$ cat config.mk
export PLATFORM = sky130hd
export DESIGN_NAME = dtc_core
export DESIGN_NICKNAME = d
export VERILOG_FILES = /design/src/dtc_pkg.sv /design/src/dtc_core.sv /design/src/dtc_mcycle.sv
export SDC_FILE = /design/constraint.sdc
export NUM_CORES = 1
export LEC_CHECK = 0
export BUFFER_PORTS_ARGS = -buffer_cell sky130_fd_sc_hd__clkbuf_2
export CAP_MARGIN = 10
export CORE_AREA = 2 2 113 115
export CTS_BUF_LIST = sky130_fd_sc_hd__clkbuf_4
export CTS_CLUSTER_DIAMETER = 100
export CTS_CLUSTER_SIZE = 8
export DETAILED_ROUTE_END_ITERATION = 8
export DIE_AREA = 0 0 115 117
export PLACE_DENSITY_LB_ADDON = 0.05
export RECOVER_POWER = 100
export SYNTH_ARGS = -nofsm -noshare
export SYNTH_HDL_FRONTEND = slang
export SYNTH_SLANG_ARGS = --single-unit
$ cat constraint.sdc
create_clock -name clk -period 4.84 [get_ports clk]
set_input_delay 0.484 -clock clk [delete_from_list [all_inputs] [get_ports clk]]
set_output_delay 0.484 -clock clk [all_outputs]
set_load 0.005 [all_outputs]
$ cat src/dtc_pkg.sv
// Shared constants of the dual timer/counter core.
// Assumes an 8-bit special-function register port from the processor core.
`default_nettype none
package dtc_pkg;

    // Register addresses
    localparam logic [7:0] SFR_RUN_FLAG_CTL_ADDR = 8'h88;
    localparam logic [7:0] SFR_MODE_SEL_ADDR     = 8'h89;
    localparam logic [7:0] SFR_LOW_ZERO_ADDR     = 8'h8a;
    localparam logic [7:0] SFR_LOW_ONE_ADDR      = 8'h8b;
    localparam logic [7:0] SFR_HIGH_ZERO_ADDR    = 8'h8c;
    localparam logic [7:0] SFR_HIGH_ONE_ADDR     = 8'h8d;

    // Reset values
    localparam logic [7:0] RUN_FLAG_CTL_RESET = 8'h00;
    localparam logic [7:0] MODE_SEL_RESET     = 8'h00;
    localparam logic [7:0] COUNTER_RESET      = 8'h00;

    // Mode register fields
    localparam int MODE1_GATE_BIT = 7;
    localparam int MODE1_CT_BIT   = 6;
    localparam int MODE1_SEL_LSB  = 4;
    localparam int MODE0_GATE_BIT = 3;
    localparam int MODE0_CT_BIT   = 2;
    localparam int MODE0_SEL_LSB  = 0;

    // Control register fields
    localparam int OVF_ONE_BIT  = 7;
    localparam int RUN_ONE_BIT  = 6;
    localparam int OVF_ZERO_BIT = 5;
    localparam int RUN_ZERO_BIT = 4;

    // Port latch positions of the shared pins
    localparam int LATCH_GATE_ZERO_BIT  = 2;
    localparam int LATCH_GATE_ONE_BIT   = 3;
    localparam int LATCH_COUNT_ZERO_BIT = 4;
    localparam int LATCH_COUNT_ONE_BIT  = 5;

    // Mode encodings
    localparam logic [1:0] MODE_13BIT  = 2'h0;
    localparam logic [1:0] MODE_16BIT  = 2'h1;
    localparam logic [1:0] MODE_RELOAD = 2'h2;
    localparam logic [1:0] MODE_SPLIT  = 2'h3;

    // Machine cycle timing, in core clocks
    localparam int         MCYCLE_CLKS  = 12;
    localparam logic [3:0] MCYCLE_LAST  = 4'(MCYCLE_CLKS - 1);
    localparam logic [3:0] UPDATE_PHASE = 4'h4;
    localparam logic [3:0] SAMPLE_PHASE = 4'h9;

endpackage
`default_nettype wire

$ cat src/dtc_core.sv
// Dual 16-bit timer/counter core with mode and run/flag registers.
// Assumes single-cycle register writes and reads from the processor core.
//
// Contract
// - Timer mode counts once per machine cycle.
// - Counter mode counts sampled high-to-low transitions.
// - Edge count lands in following machine cycle.
// - Edge recognition spans two machine cycles.
// - Gate set: count while pin high, run.
// - Gate clear: count whenever run set.
// - Counter select picks pin or machine cycles.
// - Mode 00: high half with 5-bit prescaler.
// - Mode 01: cascaded 16-bit counter.
// - Mode 10: low half auto-reloads from high.
// - Mode 11 stops timer one.
// - Mode 11 splits timer zero halves.
// - Mode register nibbles: gate, select, mode.
// - Control upper bits flags/run; lower unused.
// - Mode and control registers reset zero.
// - Each timer has two accessible halves.
// - Shared pins pass only when latch one.
// - Overflow sets flag; vectoring clears it.
// - Run bit starts/stops without clearing counters.
// - 13-bit mode ignores low half top bits.
`timescale 1ns/10ps
`default_nettype none
module dtc_core
    import dtc_pkg::*;
(
    input  wire logic       clk,
    input  wire logic       reset,
    input  wire logic [7:0] sfr_addr,
    input  wire logic       sfr_wr_en,
    input  wire logic [7:0] sfr_wr_data,
    input  wire logic       sfr_rd_en,
    output logic [7:0]      sfr_rd_data,
    output logic            sfr_rd_hit,
    input  wire logic       irq_vector_zero,
    input  wire logic       irq_vector_one,
    input  wire logic [7:0] port3_latch,
    input  wire logic       count_pin_zero,
    input  wire logic       count_pin_one,
    input  wire logic       gate_irq_pin_zero,
    input  wire logic       gate_irq_pin_one,
    output logic            overflow_flag_zero,
    output logic            overflow_flag_one
);

    logic [7:0]  timer_run_and_flag_control_q;
    logic [7:0]  timer_run_and_flag_control_d;
    logic [7:0]  timer_mode_select_q;
    logic [7:0]  low0_q;
    logic [7:0]  high0_q;
    logic [7:0]  low1_q;
    logic [7:0]  high1_q;
    logic [7:0]  low0_d;
    logic [7:0]  high0_d;
    logic [7:0]  low1_d;
    logic [7:0]  high1_d;

    // Advance one timer by one count in the given mode: {overflow, high, low}
    function automatic logic [16:0] dtc_step(input logic [1:0] mode,
                                             input logic [7:0] lo,
                                             input logic [7:0] hi,
                                             input logic       inc);
        logic [16:0] r;
        logic [5:0]  pre;
        logic [8:0]  top;
        r   = {1'b0, hi, lo};
        pre = 6'h00;
        top = 9'h000;
        if (inc) begin
            case (mode)
                MODE_13BIT: begin
                    pre = {1'b0, lo[4:0]} + 6'h01;
                    if (pre[5]) begin
                        top = {1'b0, hi} + 9'h001;
                        r   = {top[8], top[7:0], lo[7:5], 5'h00};
                    end else begin
                        r = {1'b0, hi, lo[7:5], pre[4:0]};
                    end
                end
                MODE_16BIT: begin
                    r = {1'b0, hi, lo} + 17'h00001;
                end
                MODE_RELOAD: begin
                    if (lo == 8'hff) begin
                        r = {1'b1, hi, hi};
                    end else begin
                        r = {1'b0, hi, lo + 8'h01};
                    end
                end
                default: begin
                    r = {(lo == 8'hff), hi, lo + 8'h01};
                end
            endcase
        end
        return r;
    endfunction

    // Register decode
    logic wr_ctl;
    logic wr_mode;
    logic wr_low0;
    logic wr_low1;
    logic wr_high0;
    logic wr_high1;
    assign wr_ctl   = sfr_wr_en && (sfr_addr == SFR_RUN_FLAG_CTL_ADDR);
    assign wr_mode  = sfr_wr_en && (sfr_addr == SFR_MODE_SEL_ADDR);
    assign wr_low0  = sfr_wr_en && (sfr_addr == SFR_LOW_ZERO_ADDR);
    assign wr_low1  = sfr_wr_en && (sfr_addr == SFR_LOW_ONE_ADDR);
    assign wr_high0 = sfr_wr_en && (sfr_addr == SFR_HIGH_ZERO_ADDR);
    assign wr_high1 = sfr_wr_en && (sfr_addr == SFR_HIGH_ONE_ADDR);

    // Mode fields
    logic [1:0] mode0;
    logic [1:0] mode1;
    logic       gate0;
    logic       gate1;
    logic       csel0;
    logic       csel1;
    logic       run0;
    logic       run1;
    assign mode0 = timer_mode_select_q[MODE0_SEL_LSB +: 2];
    assign mode1 = timer_mode_select_q[MODE1_SEL_LSB +: 2];
    assign gate0 = timer_mode_select_q[MODE0_GATE_BIT];
    assign gate1 = timer_mode_select_q[MODE1_GATE_BIT];
    assign csel0 = timer_mode_select_q[MODE0_CT_BIT];
    assign csel1 = timer_mode_select_q[MODE1_CT_BIT];
    assign run0  = timer_run_and_flag_control_q[RUN_ZERO_BIT];
    assign run1  = timer_run_and_flag_control_q[RUN_ONE_BIT];

    // Shared pins reach the timers only through a latch holding one
    logic pin_cnt0;
    logic pin_cnt1;
    logic pin_gate0;
    logic pin_gate1;
    assign pin_cnt0  = count_pin_zero & port3_latch[LATCH_COUNT_ZERO_BIT];
    assign pin_cnt1  = count_pin_one & port3_latch[LATCH_COUNT_ONE_BIT];
    assign pin_gate0 = gate_irq_pin_zero & port3_latch[LATCH_GATE_ZERO_BIT];
    assign pin_gate1 = gate_irq_pin_one & port3_latch[LATCH_GATE_ONE_BIT];

    logic       update_stb;
    logic [1:0] fall_seen;

    dtc_mcycle u_mcycle (
        .clk        (clk),
        .reset      (reset),
        .count_pins ({pin_cnt1, pin_cnt0}),
        .update_stb (update_stb),
        .sample_stb (),
        .fall_seen  (fall_seen)
    );

    // Count enables
    logic enable0;
    logic enable1;
    logic src0;
    logic src1;
    logic inc0;
    logic inc1;
    logic split0;
    logic inc_high0_split;
    assign enable0 = run0 && (!gate0 || pin_gate0);
    assign enable1 = run1 && (!gate1 || pin_gate1);
    assign src0    = csel0 ? fall_seen[0] : 1'b1;
    assign src1    = csel1 ? fall_seen[1] : 1'b1;
    assign split0  = (mode0 == MODE_SPLIT);
    assign inc0    = update_stb && enable0 && src0;
    assign inc1    = update_stb && enable1 && src1 && (mode1 != MODE_SPLIT);
    // Split high half: machine cycles only, under timer one's run bit
    assign inc_high0_split = split0 && update_stb && run1;

    logic [16:0] step0;
    logic [16:0] step1;
    logic [8:0]  high0_split;
    logic        ovf0;
    logic        ovf1;
    assign step0       = dtc_step(mode0, low0_q, high0_q, inc0);
    assign step1       = dtc_step(mode1, low1_q, high1_q, inc1);
    assign high0_split = {1'b0, high0_q} + {8'h00, inc_high0_split};
    assign ovf0        = step0[16];
    // Timer one loses its flag while timer zero is split
    assign ovf1        = split0 ? high0_split[8] : step1[16];

    // Software writes win over counting in the same cycle
    assign low0_d  = wr_low0 ? sfr_wr_data : step0[7:0];
    assign high0_d = wr_high0 ? sfr_wr_data : (split0 ? high0_split[7:0] : step0[15:8]);
    assign low1_d  = wr_low1 ? sfr_wr_data : step1[7:0];
    assign high1_d = wr_high1 ? sfr_wr_data : step1[15:8];

    // Flag set beats both software clear and vector clear
    logic [7:0] ctl_base;
    assign ctl_base = wr_ctl ? sfr_wr_data : timer_run_and_flag_control_q;
    always_comb begin
        timer_run_and_flag_control_d = ctl_base;
        timer_run_and_flag_control_d[OVF_ZERO_BIT] =
            ovf0 | (ctl_base[OVF_ZERO_BIT] & ~irq_vector_zero);
        timer_run_and_flag_control_d[OVF_ONE_BIT] =
            ovf1 | (ctl_base[OVF_ONE_BIT] & ~irq_vector_one);
    end

    always_ff @(posedge clk) begin
        if (reset) begin
            timer_run_and_flag_control_q <= RUN_FLAG_CTL_RESET;
            timer_mode_select_q          <= MODE_SEL_RESET;
        end else begin
            timer_run_and_flag_control_q <= timer_run_and_flag_control_d;
            timer_mode_select_q          <= wr_mode ? sfr_wr_data : timer_mode_select_q;
        end
    end

    always_ff @(posedge clk) begin
        if (reset) begin
            low0_q  <= COUNTER_RESET;
            high0_q <= COUNTER_RESET;
            low1_q  <= COUNTER_RESET;
            high1_q <= COUNTER_RESET;
        end else begin
            low0_q  <= low0_d;
            high0_q <= high0_d;
            low1_q  <= low1_d;
            high1_q <= high1_d;
        end
    end

    // Read path; unmapped addresses answer zero with no hit
    logic [7:0] rd_mux;
    logic       rd_known;
    assign rd_known = (sfr_addr == SFR_RUN_FLAG_CTL_ADDR) || (sfr_addr == SFR_MODE_SEL_ADDR)
                   || (sfr_addr == SFR_LOW_ZERO_ADDR) || (sfr_addr == SFR_LOW_ONE_ADDR)
                   || (sfr_addr == SFR_HIGH_ZERO_ADDR) || (sfr_addr == SFR_HIGH_ONE_ADDR);
    assign rd_mux = (sfr_addr == SFR_RUN_FLAG_CTL_ADDR) ? timer_run_and_flag_control_q :
                    (sfr_addr == SFR_MODE_SEL_ADDR)     ? timer_mode_select_q :
                    (sfr_addr == SFR_LOW_ZERO_ADDR)     ? low0_q :
                    (sfr_addr == SFR_LOW_ONE_ADDR)      ? low1_q :
                    (sfr_addr == SFR_HIGH_ZERO_ADDR)    ? high0_q :
                    (sfr_addr == SFR_HIGH_ONE_ADDR)     ? high1_q : 8'h00;

    always_ff @(posedge clk) begin
        if (reset) begin
            sfr_rd_data <= 8'h00;
            sfr_rd_hit  <= 1'b0;
        end else begin
            sfr_rd_data <= (sfr_rd_en && rd_known) ? rd_mux : 8'h00;
            sfr_rd_hit  <= sfr_rd_en && rd_known;
        end
    end

    assign overflow_flag_zero = timer_run_and_flag_control_q[OVF_ZERO_BIT];
    assign overflow_flag_one  = timer_run_and_flag_control_q[OVF_ONE_BIT];
endmodule
`default_nettype wire

$ cat src/dtc_mcycle.sv
// Machine-cycle strobes and count-pin falling-edge detection.
// Assumes count pins already gated by their port latch bits.
`timescale 1ns/10ps
`default_nettype none
module dtc_mcycle
    import dtc_pkg::*;
(
    input  wire logic       clk,
    input  wire logic       reset,
    input  wire logic [1:0] count_pins,
    output logic            update_stb,
    output logic            sample_stb,
    output logic [1:0]      fall_seen
);

    logic [3:0] phase_q;
    logic [3:0] phase_d;
    logic [1:0] smp_q;
    logic       wrap;

    assign wrap    = (phase_q == MCYCLE_LAST);
    assign phase_d = wrap ? 4'h0 : phase_q + 4'h1;

    always_ff @(posedge clk) begin
        if (reset) begin
            phase_q <= 4'h0;
        end else begin
            phase_q <= phase_d;
        end
    end

    always_ff @(posedge clk) begin
        if (reset) begin
            update_stb <= 1'b0;
            sample_stb <= 1'b0;
        end else begin
            update_stb <= (phase_d == UPDATE_PHASE);
            sample_stb <= (phase_d == SAMPLE_PHASE);
        end
    end

    // Edge held until next sample, so each edge is consumed by one update
    always_ff @(posedge clk) begin
        if (reset) begin
            smp_q     <= 2'h0;
            fall_seen <= 2'h0;
        end else if (sample_stb) begin
            smp_q     <= count_pins;
            fall_seen <= smp_q & ~count_pins;
        end
    end
endmodule
`default_nettype wire

==> run metrics, run 1 <==
register area share after synthesis 0.278; final hold vios 0; diode count 0; Final Max Slew Viols 0; Residual DRC 0; post-route setup TNS 0 ps; EDFF count, synth 0; Synth Register Bits 67; Nets 655; number of I/O pins 45; post-cts repair resize count 0; Core Region 12300 sq um; outcome finished clean; slowest cell on the critical path clkbuf_1; initial antenna violation count 0; Starting Density 0.392; Worst EP required 5170 ps; initial detailed-routing violation count 465; cts bufs inserted 9; grt ovf 0; WL/cell 22.7 um; vias in the first global route 4419; max_cap viols 0; Die Footprint 13500 sq um; CP arrival 3540 ps; crit-path cells clkbuf_1, nand2_1, nor2_1, ha_1, ha_1, nand3_1, xor2_1, o21ai_0, a32oi_1, o21ai_0; ys async rst share 0; Final setup violation count 0; Layout Skew 24.6 ps; first-pass GRT wire length 26.3 mm; Worst path max stage delay 760 ps; yosys synthesis warning count 0; share of the synthesized area in the top cell type 0.278; RePlAce Congestion 0.892; Port Buf Inserts 40; number of setup buffers added after CTS 0; Via Count 4972; final wirelength 17.5 mm; fraction of layout cells with a size suffix above 1 0.134; Horiz. Die Dim 115 um; Min-Delay Path Class input port to register; DRT antenna net count 0; vias per std cell 6.47; Root Buffer clkbuf_4; endpoint class of the critical path register; buffer depth of the longest clock path 2; Area contributors post-synth dfxtp_1 (28%), mux2i_1 (5.2%), a21oi_1 (4.7%); RSZ-0062 raised after global routing false; clock latency at the later pin of the worst-skew pair 470 ps; Layout area overhead 5.57%; gr usage total 0.263; hold_buf cts 0; fin crit period 3210 ps; Avg Cell Area, Syn 7.99 sq um; row cnt 41; worst setup path class register to register; Clock Sink Count 67; Synth Flop Type dfxtp_1; Max Clk Rate 312 MHz; Reg area 1340 sq um; Post-Synthesis Cells 604; htree depth 3; drt pass-1 iters 5; Crit Path Max Fanout 21; worst ir drop on vdd 0.000115 V; fillers 1311; worst-margin pin slew 1360 ps; Final Cycle Share 0.662; largest net degree at the start of global routing 61; biggest area consumer among synthesized cells dfxtp_1; leakage power 1.79 nW; Yosys cell types 84; Hold WS 238 ps; relative slew slack 0.0890; Post-Syn Nets 646; CTS tree built; Post-DP HPWL 12.3 mm; Multi-input gate area 3200 sq um; CP Launch Type register; chip height 117 um; CP delay by family, top simple AND/OR/NAND/NOR gates; Clk pin slew, worst setup/hold paths 150 ps; Post-Synthesis Cell Area 4830 sq um; Power Density 194 nW/um^2; worst path bufs/invs 1
-- worst reg2reg max path, cell delays in order (launching register included) --
cell	delay, ps
dfxtp_1	330
clkbuf_1	760
nand2_1	560
nor2_1	260
ha_1	200
ha_1	270
nand3_1	130
xor2_1	160
o21ai_0	90
a32oi_1	210
o21ai_0	100
-- per-stage QoR --
step | instances | utilization | cell area (sq um) | total power, mW | setup slack, ps
finish | 768 | 0.414 | 5090 | 0.986 | 1630
global route | 768 | 0.414 | 5090 | 1.03 | 1380
CTS | 768 | 0.418 | 5150 | 1.00 | 2220
global placement | 752 | 0.409 | 5030 | 0.645 | 1900
floorplan | 604 | - | 4830 | 0.611 | 2960
detailed placement | 752 | 0.409 | 5030 | 0.645 | 1920
-- state kept, by name (all words and copies together) (netlist names) --
register,cells
sfr_rd_hit,1
timer_mode_select_q,8
u_mcycle.smp_q,2
u_mcycle.sample_stb,1
low1_q,8
u_mcycle.update_stb,1
u_mcycle.phase_q,4
u_mcycle.fall_seen,2
timer_run_and_flag_control_q,8
high1_q,8
sfr_rd_data,8
low0_q,8
high0_q,8
-- placed cells by master (no fill, tap or decap), types with 6 or more instances in the layout --
cell type / instances
nand2_1: 51
o211ai_1: 8
nor2_1: 39
clkbuf_2: 31
mux2i_1: 25
nor4_1: 7
a211oi_1: 15
nor2b_1: 7
nand4_1: 10
xnor2_1: 9
a21o_1: 6
and4_1: 9
nand2b_1: 8
ha_1: 8
clkbuf_4: 9
and2_1: 8
o21ai_0: 26
nand3_1: 47
dfxtp_1: 67
a31oi_1: 9
inv_1: 9
nor3_1: 15
a21oi_1: 45
mux2_2: 6
clkbuf_1: 10
and3_1: 13
-- power by group --
part | switching, mW | leakage [nW] | total, mW | internal (mW)
combinational | 0.0487 | 1.18 | 0.0720 | 0.0233
sequential | 0.00538 | 0.540 | 0.561 | 0.555
clock | 0.245 | 0.0667 | 0.354 | 0.108
-- logic make-up after synthesis --
logic type	Yosys count	synth area share
AOI/OAI and AO/OA	177	0.255
xor gates and xnor gates	14	0.0254
adders and majority gates	8	0.0207
buffers and inverters	54	0.0498
DFF	67	0.278
muxes	31	0.0659
and+or+nand+nor	253	0.305
-- layer usage --
metal / routed length, um / track usage
met2: 7950 / 0.400
met5: 0 / 0
met4: 745 / 0.138
met3: 1230 / 0.0427
met1: 7530 / 0.358
-- worst paths after layout --
path	cells after the start	endpoint	slack (ps)	from
worst max register to register	10	high0_q[4]$_SDFFE_PP0P_	1630	timer_mode_select_q[0]$_SDFFE_PP0P_
worst min register to register	2	timer_run_and_flag_control_q[2]$_SDFFE_PP0N_	460	timer_run_and_flag_control_q[2]$_SDFFE_PP0N_
worst min-delay path	2	timer_run_and_flag_control_q[5]$_SDFF_PP0_	240	irq_vector_zero
worst max-delay path	10	high0_q[4]$_SDFFE_PP0P_	1630	timer_mode_select_q[0]$_SDFFE_PP0P_
-- synthesized netlist by cell type (8+ instances only) --
cell type / instances
dfxtp_1: 67
nand2_1: 51
a21oi_1: 45
nand3_1: 45
nor2_1: 39
mux2i_1: 25
o21ai_0: 24
buf_2: 23
a211oi_1: 15
nor3_1: 15
clkbuf_1: 14
and3_1: 13
a31oi_1: 9
and4_1: 9
inv_1: 9
nand4_1: 9
xnor2_1: 9
and2_1: 8
ha_1: 8
nand2b_1: 8
-- layout make-up --
class | count | area share
multi-input cells | 483 | 0.629
flip-flops and latches | 67 | 0.263
repair buffers | 43 | 0.0408
well taps | 150 | 0.0368
clock buffers | 9 | 0.0133
clock inverters | 7 | 0.0103
inverters | 9 | 0.00663
(Power assumes the default switching activity.)
==> inputs of run 2 (changes only) <==
clock period = 2.9 ns   (was 4.84 ns; I/O delays follow)
==> run 2 against run 1 <==
Effect of this change:
- combinational power rose by 72%
- power up 71%
- critical path depth is 5 lower
- non-clock buffer count rose by 11
- final area increased by 0.61%
- largest cell class unchanged
- largest power group unchanged
==> run metrics, run 2 (same netlist as run 1, synthesis figures left out) <==
post-cts repair resize count 0 (unchanged); CP delay by family, top simple AND/OR/NAND/NOR gates (unchanged); Power Density 329 nW/um^2 (was 194 nW/um^2); leakage power 1.80 nW (was 1.79 nW); post-route setup TNS 0 ps (unchanged); Starting Density 0.392 (unchanged); vias in the first global route 4555 (was 4419); row cnt 41 (unchanged); chip height 117 um (unchanged); Worst path max stage delay 850 ps (was 760 ps); Post-DP HPWL 12.3 mm (about the same); slowest cell on the critical path nor4_1 (was clkbuf_1); relative slew slack 0.378 (was 0.0890); Clk pin slew, worst setup/hold paths 120 ps (was 150 ps); cts bufs inserted 9 (unchanged); Max Clk Rate 420 MHz (was 312 MHz); Core Region 12300 sq um (unchanged); Die Footprint 13500 sq um (unchanged); Worst Slack Setup Final 519 ps (was 1630 ps); grt ovf 0 (unchanged); final hold vios 0 (unchanged); Via Count 4949 (was 4972); endpoint class of the critical path register (unchanged); htree depth 3 (unchanged); Layout Skew 18.8 ps (was 24.6 ps); hold_buf cts 0 (unchanged); fin cells 778 (was 768); Post-DP Area 5110 sq um (was 5030 sq um); Final Cycle Share 0.821 (was 0.662); drt pass-1 iters 5 (unchanged); FF-to-FF path depth 5 (was 10); Layout area overhead 6.22% (was 5.57%); worst setup path class register to register (unchanged); CTS tree built (unchanged); Horiz. Die Dim 115 um (unchanged); Final setup violation count 0 (unchanged); Nets 666 (was 655); final wirelength 17.4 mm (was 17.5 mm); number of setup buffers added after CTS 0 (unchanged); max_cap viols 0 (unchanged); WL/cell 22.3 um (was 22.7 um); Final Power 1.69 mW (was 986 uW); DRT antenna net count 0 (unchanged); initial antenna violation count 0 (unchanged); Min-Delay Path Class input port to register (unchanged); fraction of layout cells with a size suffix above 1 0.127 (was 0.134); vias per std cell 6.36 (was 6.47); Clock Sink Count 67 (unchanged); RSZ-0062 raised after global routing false (unchanged); DP Worst Slack 729 ps (was 1920 ps); buffer depth of the longest clock path 2 (unchanged); largest net degree at the start of global routing 60 (was 61); fin crit period 2380 ps (was 3210 ps); cell mode on critical path nand2_1; Crit Path Max Fanout 7 (was 21); crit-path cells nand2_1, nor4_1, nand2_1, and4_1, a221o_1 (was clkbuf_1, nand2_1, nor2_1, ha_1, ha_1, nand3_1, xor2_1, o21ai_0, a32oi_1, o21ai_0); RePlAce Congestion 0.884 (was 0.892); diode count 0 (unchanged); clock latency at the later pin of the worst-skew pair 470 ps (about the same); CP Launch Type register (unchanged); post-route cell area 5130 sq um (was 5090 sq um); worst path bufs/invs 0 (was 1); worst ir drop on vdd 0.000249 V (was 0.000115 V); commonest non-fill, non-tap cell in the layout dfxtp_1 (unchanged); gr usage total 0.267 (was 0.263); worst-margin pin slew 926 ps (was 1360 ps); first-pass GRT wire length 27.0 mm (was 26.3 mm); Port Buf Inserts 40 (unchanged); CP arrival 2750 ps (was 3540 ps); Worst EP required 3260 ps (was 5170 ps); DP Cell Count 763 (was 752); Root Buffer clkbuf_4 (unchanged); most frequent cells in the layout dfxtp_1 (67), nand2_1 (52), nand3_1 (47), a21oi_1 (46), nor2_1 (39) (was dfxtp_1 (67), nand2_1 (51), nand3_1 (47), a21oi_1 (45), nor2_1 (39)); initial detailed-routing violation count 479 (was 465); critical path depth in cells 5 (was 10); Residual DRC 0 (unchanged); outcome finished clean (unchanged); Final Max Slew Viols 0 (unchanged); number of I/O pins 45 (unchanged); hold path cells 2 (unchanged)
run 2: worst reg2reg max path, cell delays in order (launching register included):
cell	delay [ps]
dfxtp_1	380
nand2_1	290
nor4_1	850
nand2_1	240
and4_1	270
a221o_1	250
run 2: stage by stage:
stage	hold slack (ps)	util
floorplan	409	-
global placement	443	0.415
detailed placement	446	0.415
CTS	11.2	0.425
global route	7.93	0.416
finish	32.0	0.416
run 2: area by class of cell:
class                      instances  area (sq um)
clock buffer                       9          67.6
clock inverter                     6          57.6
fill                            1294          7190
inverter                           9          33.8
multi-input combinational        483          3170
sequential                        67          1340
tap                              150           188
timing repair buffer              54           273
run 2: final timing paths:
kind                                                start                                      endpoint  slack [ps]
max          timer_run_and_flag_control_q[6]$_SDFFE_PP0N_                       high1_q[1]$_SDFFE_PP0P_         520
min                                       irq_vector_zero    timer_run_and_flag_control_q[5]$_SDFF_PP0_          30
max reg2reg  timer_run_and_flag_control_q[6]$_SDFFE_PP0N_                       high1_q[1]$_SDFFE_PP0P_         520
min reg2reg  timer_run_and_flag_control_q[1]$_SDFFE_PP0N_  timer_run_and_flag_control_q[1]$_SDFFE_PP0N_         460
run 2: report_power, final:
part	internal, mW	switching [mW]
clock network	0.250	0.377
registers	0.926	0.00889
logic	0.0412	0.0830
total	1.22	0.469
run 2: metal layers:
metal  vias to the layer above  share of wire  track usage
met2                       193           0.47        0.431
met4                         0          0.031       0.0932
li1                       2338              -            -
met3                        47          0.060       0.0438
met1                      2371           0.44        0.362
met5                         -              0            0
==> inputs of run 3 (changes only) <==
ABC_AREA = 1   (was default)
CORE_AREA = 2 2 111 113   (was 2 2 113 115)
DIE_AREA = 0 0 113 115   (was 0 0 115 117)
clock period = 2.4 ns   (was 2.9 ns; I/O delays follow)
==> run 3 against run 2 <==
Effect of this change:
- global-route usage rose by 0.15 points
- highest routed layer unchanged
- non-clock buffer count is 10 lower
- count of clock-buffer cells in the layout up 1
- critical endpoint is now low1_q[0]$_SDFFE_PP0P_
- power rose by 15%
- the flow now finishes with violations (design-rule violations)
- clock power is 10% higher
==> run metrics, run 3 <==
outcome finished with violations (was finished clean); failing checks design-rule violations; number of setup buffers added after CTS 0 (unchanged); Final Max Slew Viols 0 (unchanged); Clock Sink Count 67 (unchanged); max_cap viols 0 (unchanged); Final Cycle Share 0.834 (was 0.821); synth cell count leaders nand2_1 (185), inv_1 (102), nor2_1 (102) (was dfxtp_1 (67), nand2_1 (51), a21oi_1 (45), nand3_1 (45), nor2_1 (39)); post-cts repair resize count 0 (unchanged); endpoint class of the critical path register (unchanged); Residual DRC 1 (was 0); CP startpoint low1_q[1]$_SDFFE_PP0P_ (was timer_run_and_flag_control_q[6]$_SDFFE_PP0N_); DRT antenna net count 0 (unchanged); drt pass-1 iters 7 (was 5); Post-Synth Simple-Gate Area 0.377 (was 0.305); Post-DP HPWL 13.2 mm (was 12.3 mm); largest net degree at the start of global routing 20 (was 60); Core Util, Final 0.427 (was 0.416); clock latency at the later pin of the worst-skew pair 470 ps (about the same); vias per std cell 5.43 (was 6.36); Yosys cell types 33 (was 84); Hold Startpoint port3_latch[4] (was irq_vector_zero); Worst Slack Setup Final 398 ps (was 519 ps); chip height 115 um (was 117 um); RSZ-0062 raised after global routing false (unchanged); most common cell in the netlist nand2_1 (was dfxtp_1); Via Count 5248 (was 4949); initial antenna violation count 0 (unchanged); Power Density 386 nW/um^2 (was 329 nW/um^2); Horiz. Die Dim 113 um (was 115 um); biggest area consumer among synthesized cells dfxtp_1 (unchanged); Post-Synthesis Cell Area 4600 sq um (was 4830 sq um); post-synthesis adder-cell area fraction 0.0218 (was 0.0207); CP arrival 2330 ps (was 2750 ps); share of the synthesized area in the top cell type 0.291 (was 0.278); Final setup violation count 0 (unchanged); ys async rst share 0 (unchanged); largest family of logic cells by synthesized area simple AND/OR/NAND/NOR gates (unchanged); leakage power 2.16 nW (was 1.80 nW); relative slew slack 0.458 (was 0.378); CP Launch Type register (unchanged); Post-Synthesis Cells 772 (was 604); Synth Flop Type dfxtp_1 (unchanged); Layout area overhead 9.52% (was 6.22%); final wirelength 17.0 mm (was 17.4 mm); most frequent cells in the layout nand2_1 (188), nor2_1 (107), inv_1 (102), o21ai_0 (76), a21oi_1 (68) (was dfxtp_1 (67), nand2_1 (52), nand3_1 (47), a21oi_1 (46), nor2_1 (39)); worst ir drop on vdd 0.000225 V (was 0.000249 V); Starting Density 0.390 (was 0.392); R2R Setup Slk 400 ps (was 520 ps); RePlAce Congestion 0.978 (was 0.884); initial detailed-routing violation count 412 (was 479); register area share after synthesis 0.291 (was 0.278); fin crit period 2000 ps (was 2380 ps); hold endpoint u_mcycle.smp_q[0]$_SDFFE_PP0P_ (was timer_run_and_flag_control_q[5]$_SDFF_PP0_); worst setup path class register to register (unchanged); worst-margin pin slew 812 ps (was 926 ps); post-route setup TNS 0 ps (unchanged); EDFF count, synth 0 (unchanged); Final Power 1.94 mW (was 1.69 mW); gr usage total 0.268 (was 0.267); commonest non-fill, non-tap cell in the layout nand2_1 (was dfxtp_1); final hold vios 0 (unchanged); fillers 1355 (was 1294); cts bufs inserted 9 (unchanged); FF-to-FF path depth 10 (was 5); CTS tree built (unchanged); Area contributors post-synth dfxtp_1 (29%), nand2_1 (15%), inv_1 (8.3%) (was dfxtp_1 (28%), mux2i_1 (5.2%), a21oi_1 (4.7%)); first-pass GRT wire length 26.6 mm (was 27.0 mm); Nets 858 (was 666); hold path cells 3 (was 2); Core Region 11800 sq um (was 12300 sq um); Avg Cell Area, Syn 5.96 sq um (was 7.99 sq um); hold_buf cts 0 (unchanged); mux cell area share after synthesis 0.00218 (was 0.0659); Die Footprint 13000 sq um (was 13500 sq um); htree depth 3 (unchanged); Port Buf Inserts 40 (unchanged); DP Worst Slack 517 ps (was 729 ps); fraction of layout cells with a size suffix above 1 0.0854 (was 0.127); Min-Delay Path Class input port to register (unchanged); Crit Path Max Fanout 10 (was 7); yosys synthesis warning count 0 (unchanged); diode count 0 (unchanged); Synth Area in Compound Gates 0.192 (was 0.255); XOR/XNOR Fraction of Synth Area 0.0171 (was 0.0254); Synth Register Bits 67 (unchanged); WL/cell 17.5 um (was 22.3 um); RR Endpoint low1_q[0]$_SDFFE_PP0P_ (was high1_q[1]$_SDFFE_PP0P_); Max Clk Rate 500 MHz (was 420 MHz); number of I/O pins 45 (unchanged); Layout Skew 16.3 ps (was 18.8 ps); Post-Syn Nets 814 (was 646); Root Buffer clkbuf_4 (unchanged); Critical R2R Launch low1_q[1]$_SDFFE_PP0P_ (was timer_run_and_flag_control_q[6]$_SDFFE_PP0N_); row cnt 40 (was 41); grt ovf 0 (unchanged); Worst EP required 2730 ps (was 3260 ps); vias in the first global route 4968 (was 4555); buffer depth of the longest clock path 2 (unchanged); Clk pin slew, worst setup/hold paths 110 ps (was 120 ps)
## run 3: cell types whose count changed in the layout (fill, tap and decap cells not counted), sizes merged, moves of 9 or more
cell	before	now
nand2	54	190
inv	9	107
nor2	42	112
o21ai	28	79
mux2i	25	1
a21oi	46	68
nand3	49	67
a211oi	15	0
and3	15	0
and4	9	0
nor4	9	0
## run 3: worst max-delay path by stage
stage / end / slack (ps)
2_1_floorplan: high0_q[4]$_SDFFE_PP0P_ / 690
3_3_place_gp: sfr_rd_data[0]$_SDFF_PP0_ / 540
3_5_place_dp: high0_q[5]$_SDFFE_PP0P_ / 520
4_1_cts: low0_q[4]$_SDFFE_PP0P_ / 520
5_1_grt: low1_q[4]$_SDFFE_PP0P_ / 190
6_report: low1_q[0]$_SDFFE_PP0P_ / 400
## run 3: cell type report
cell class	instances	area (sq um)	share of cell area
inverter	108	405	0.0804
sequential	67	1340	0.266
tap	147	184	0.0365
multi-input combinational	586	2780	0.552
clock buffer	10	75.1	0.0149
timing repair buffer	44	221	0.0439
clock inverter	5	31.3	0.00621
## run 3: critical path: stages, from the launching register on
cell	delay [ps]
dfxtp_1	390
ha_1	200
nand2_1	80
nor2_1	170
nand2_1	210
inv_1	180
nand2_1	240
nand2_1	120
o21ai_0	80
a21oi_1	160
nor2_1	50
## run 3: per-layer routing
| layer | global-route usage | routed length, um |
|---|---|---|
| met1 | 0.338 | 7440 |
| met2 | 0.453 | 8060 |
| met3 | 0.0385 | 768 |
| met4 | 0.131 | 686 |
| met5 | 0 | 0 |
## run 3: cell families (layout without fill, tap and decap cells)
| logic type | Yosys count | after routing |
|---|---|---|
| simple gates | 400 | 400 |
| compound gates | 168 | 168 |
| buf+inv | 119 | 167 |
| flops | 67 | 67 |
| xor+xnor | 9 | 9 |
| fa+ha+maj | 8 | 8 |
| mux | 1 | 1 |
## run 3: power breakdown
group          total [mW]  internal, mW  switching (mW)
registers            1.12          1.12         0.00577
logic               0.129        0.0364          0.0921
clock network       0.691         0.215           0.476
total                1.94          1.37           0.574
## run 3: metrics by stage
stage	cell area, sq um	hold WS (ps)	std cells
final	5040	24.6	967
after global routing	5040	30.5	967
after CTS	5070	4.11	967
after detailed placement	4970	438	952
after global placement	4970	434	952
after floorplan	4600	400	772
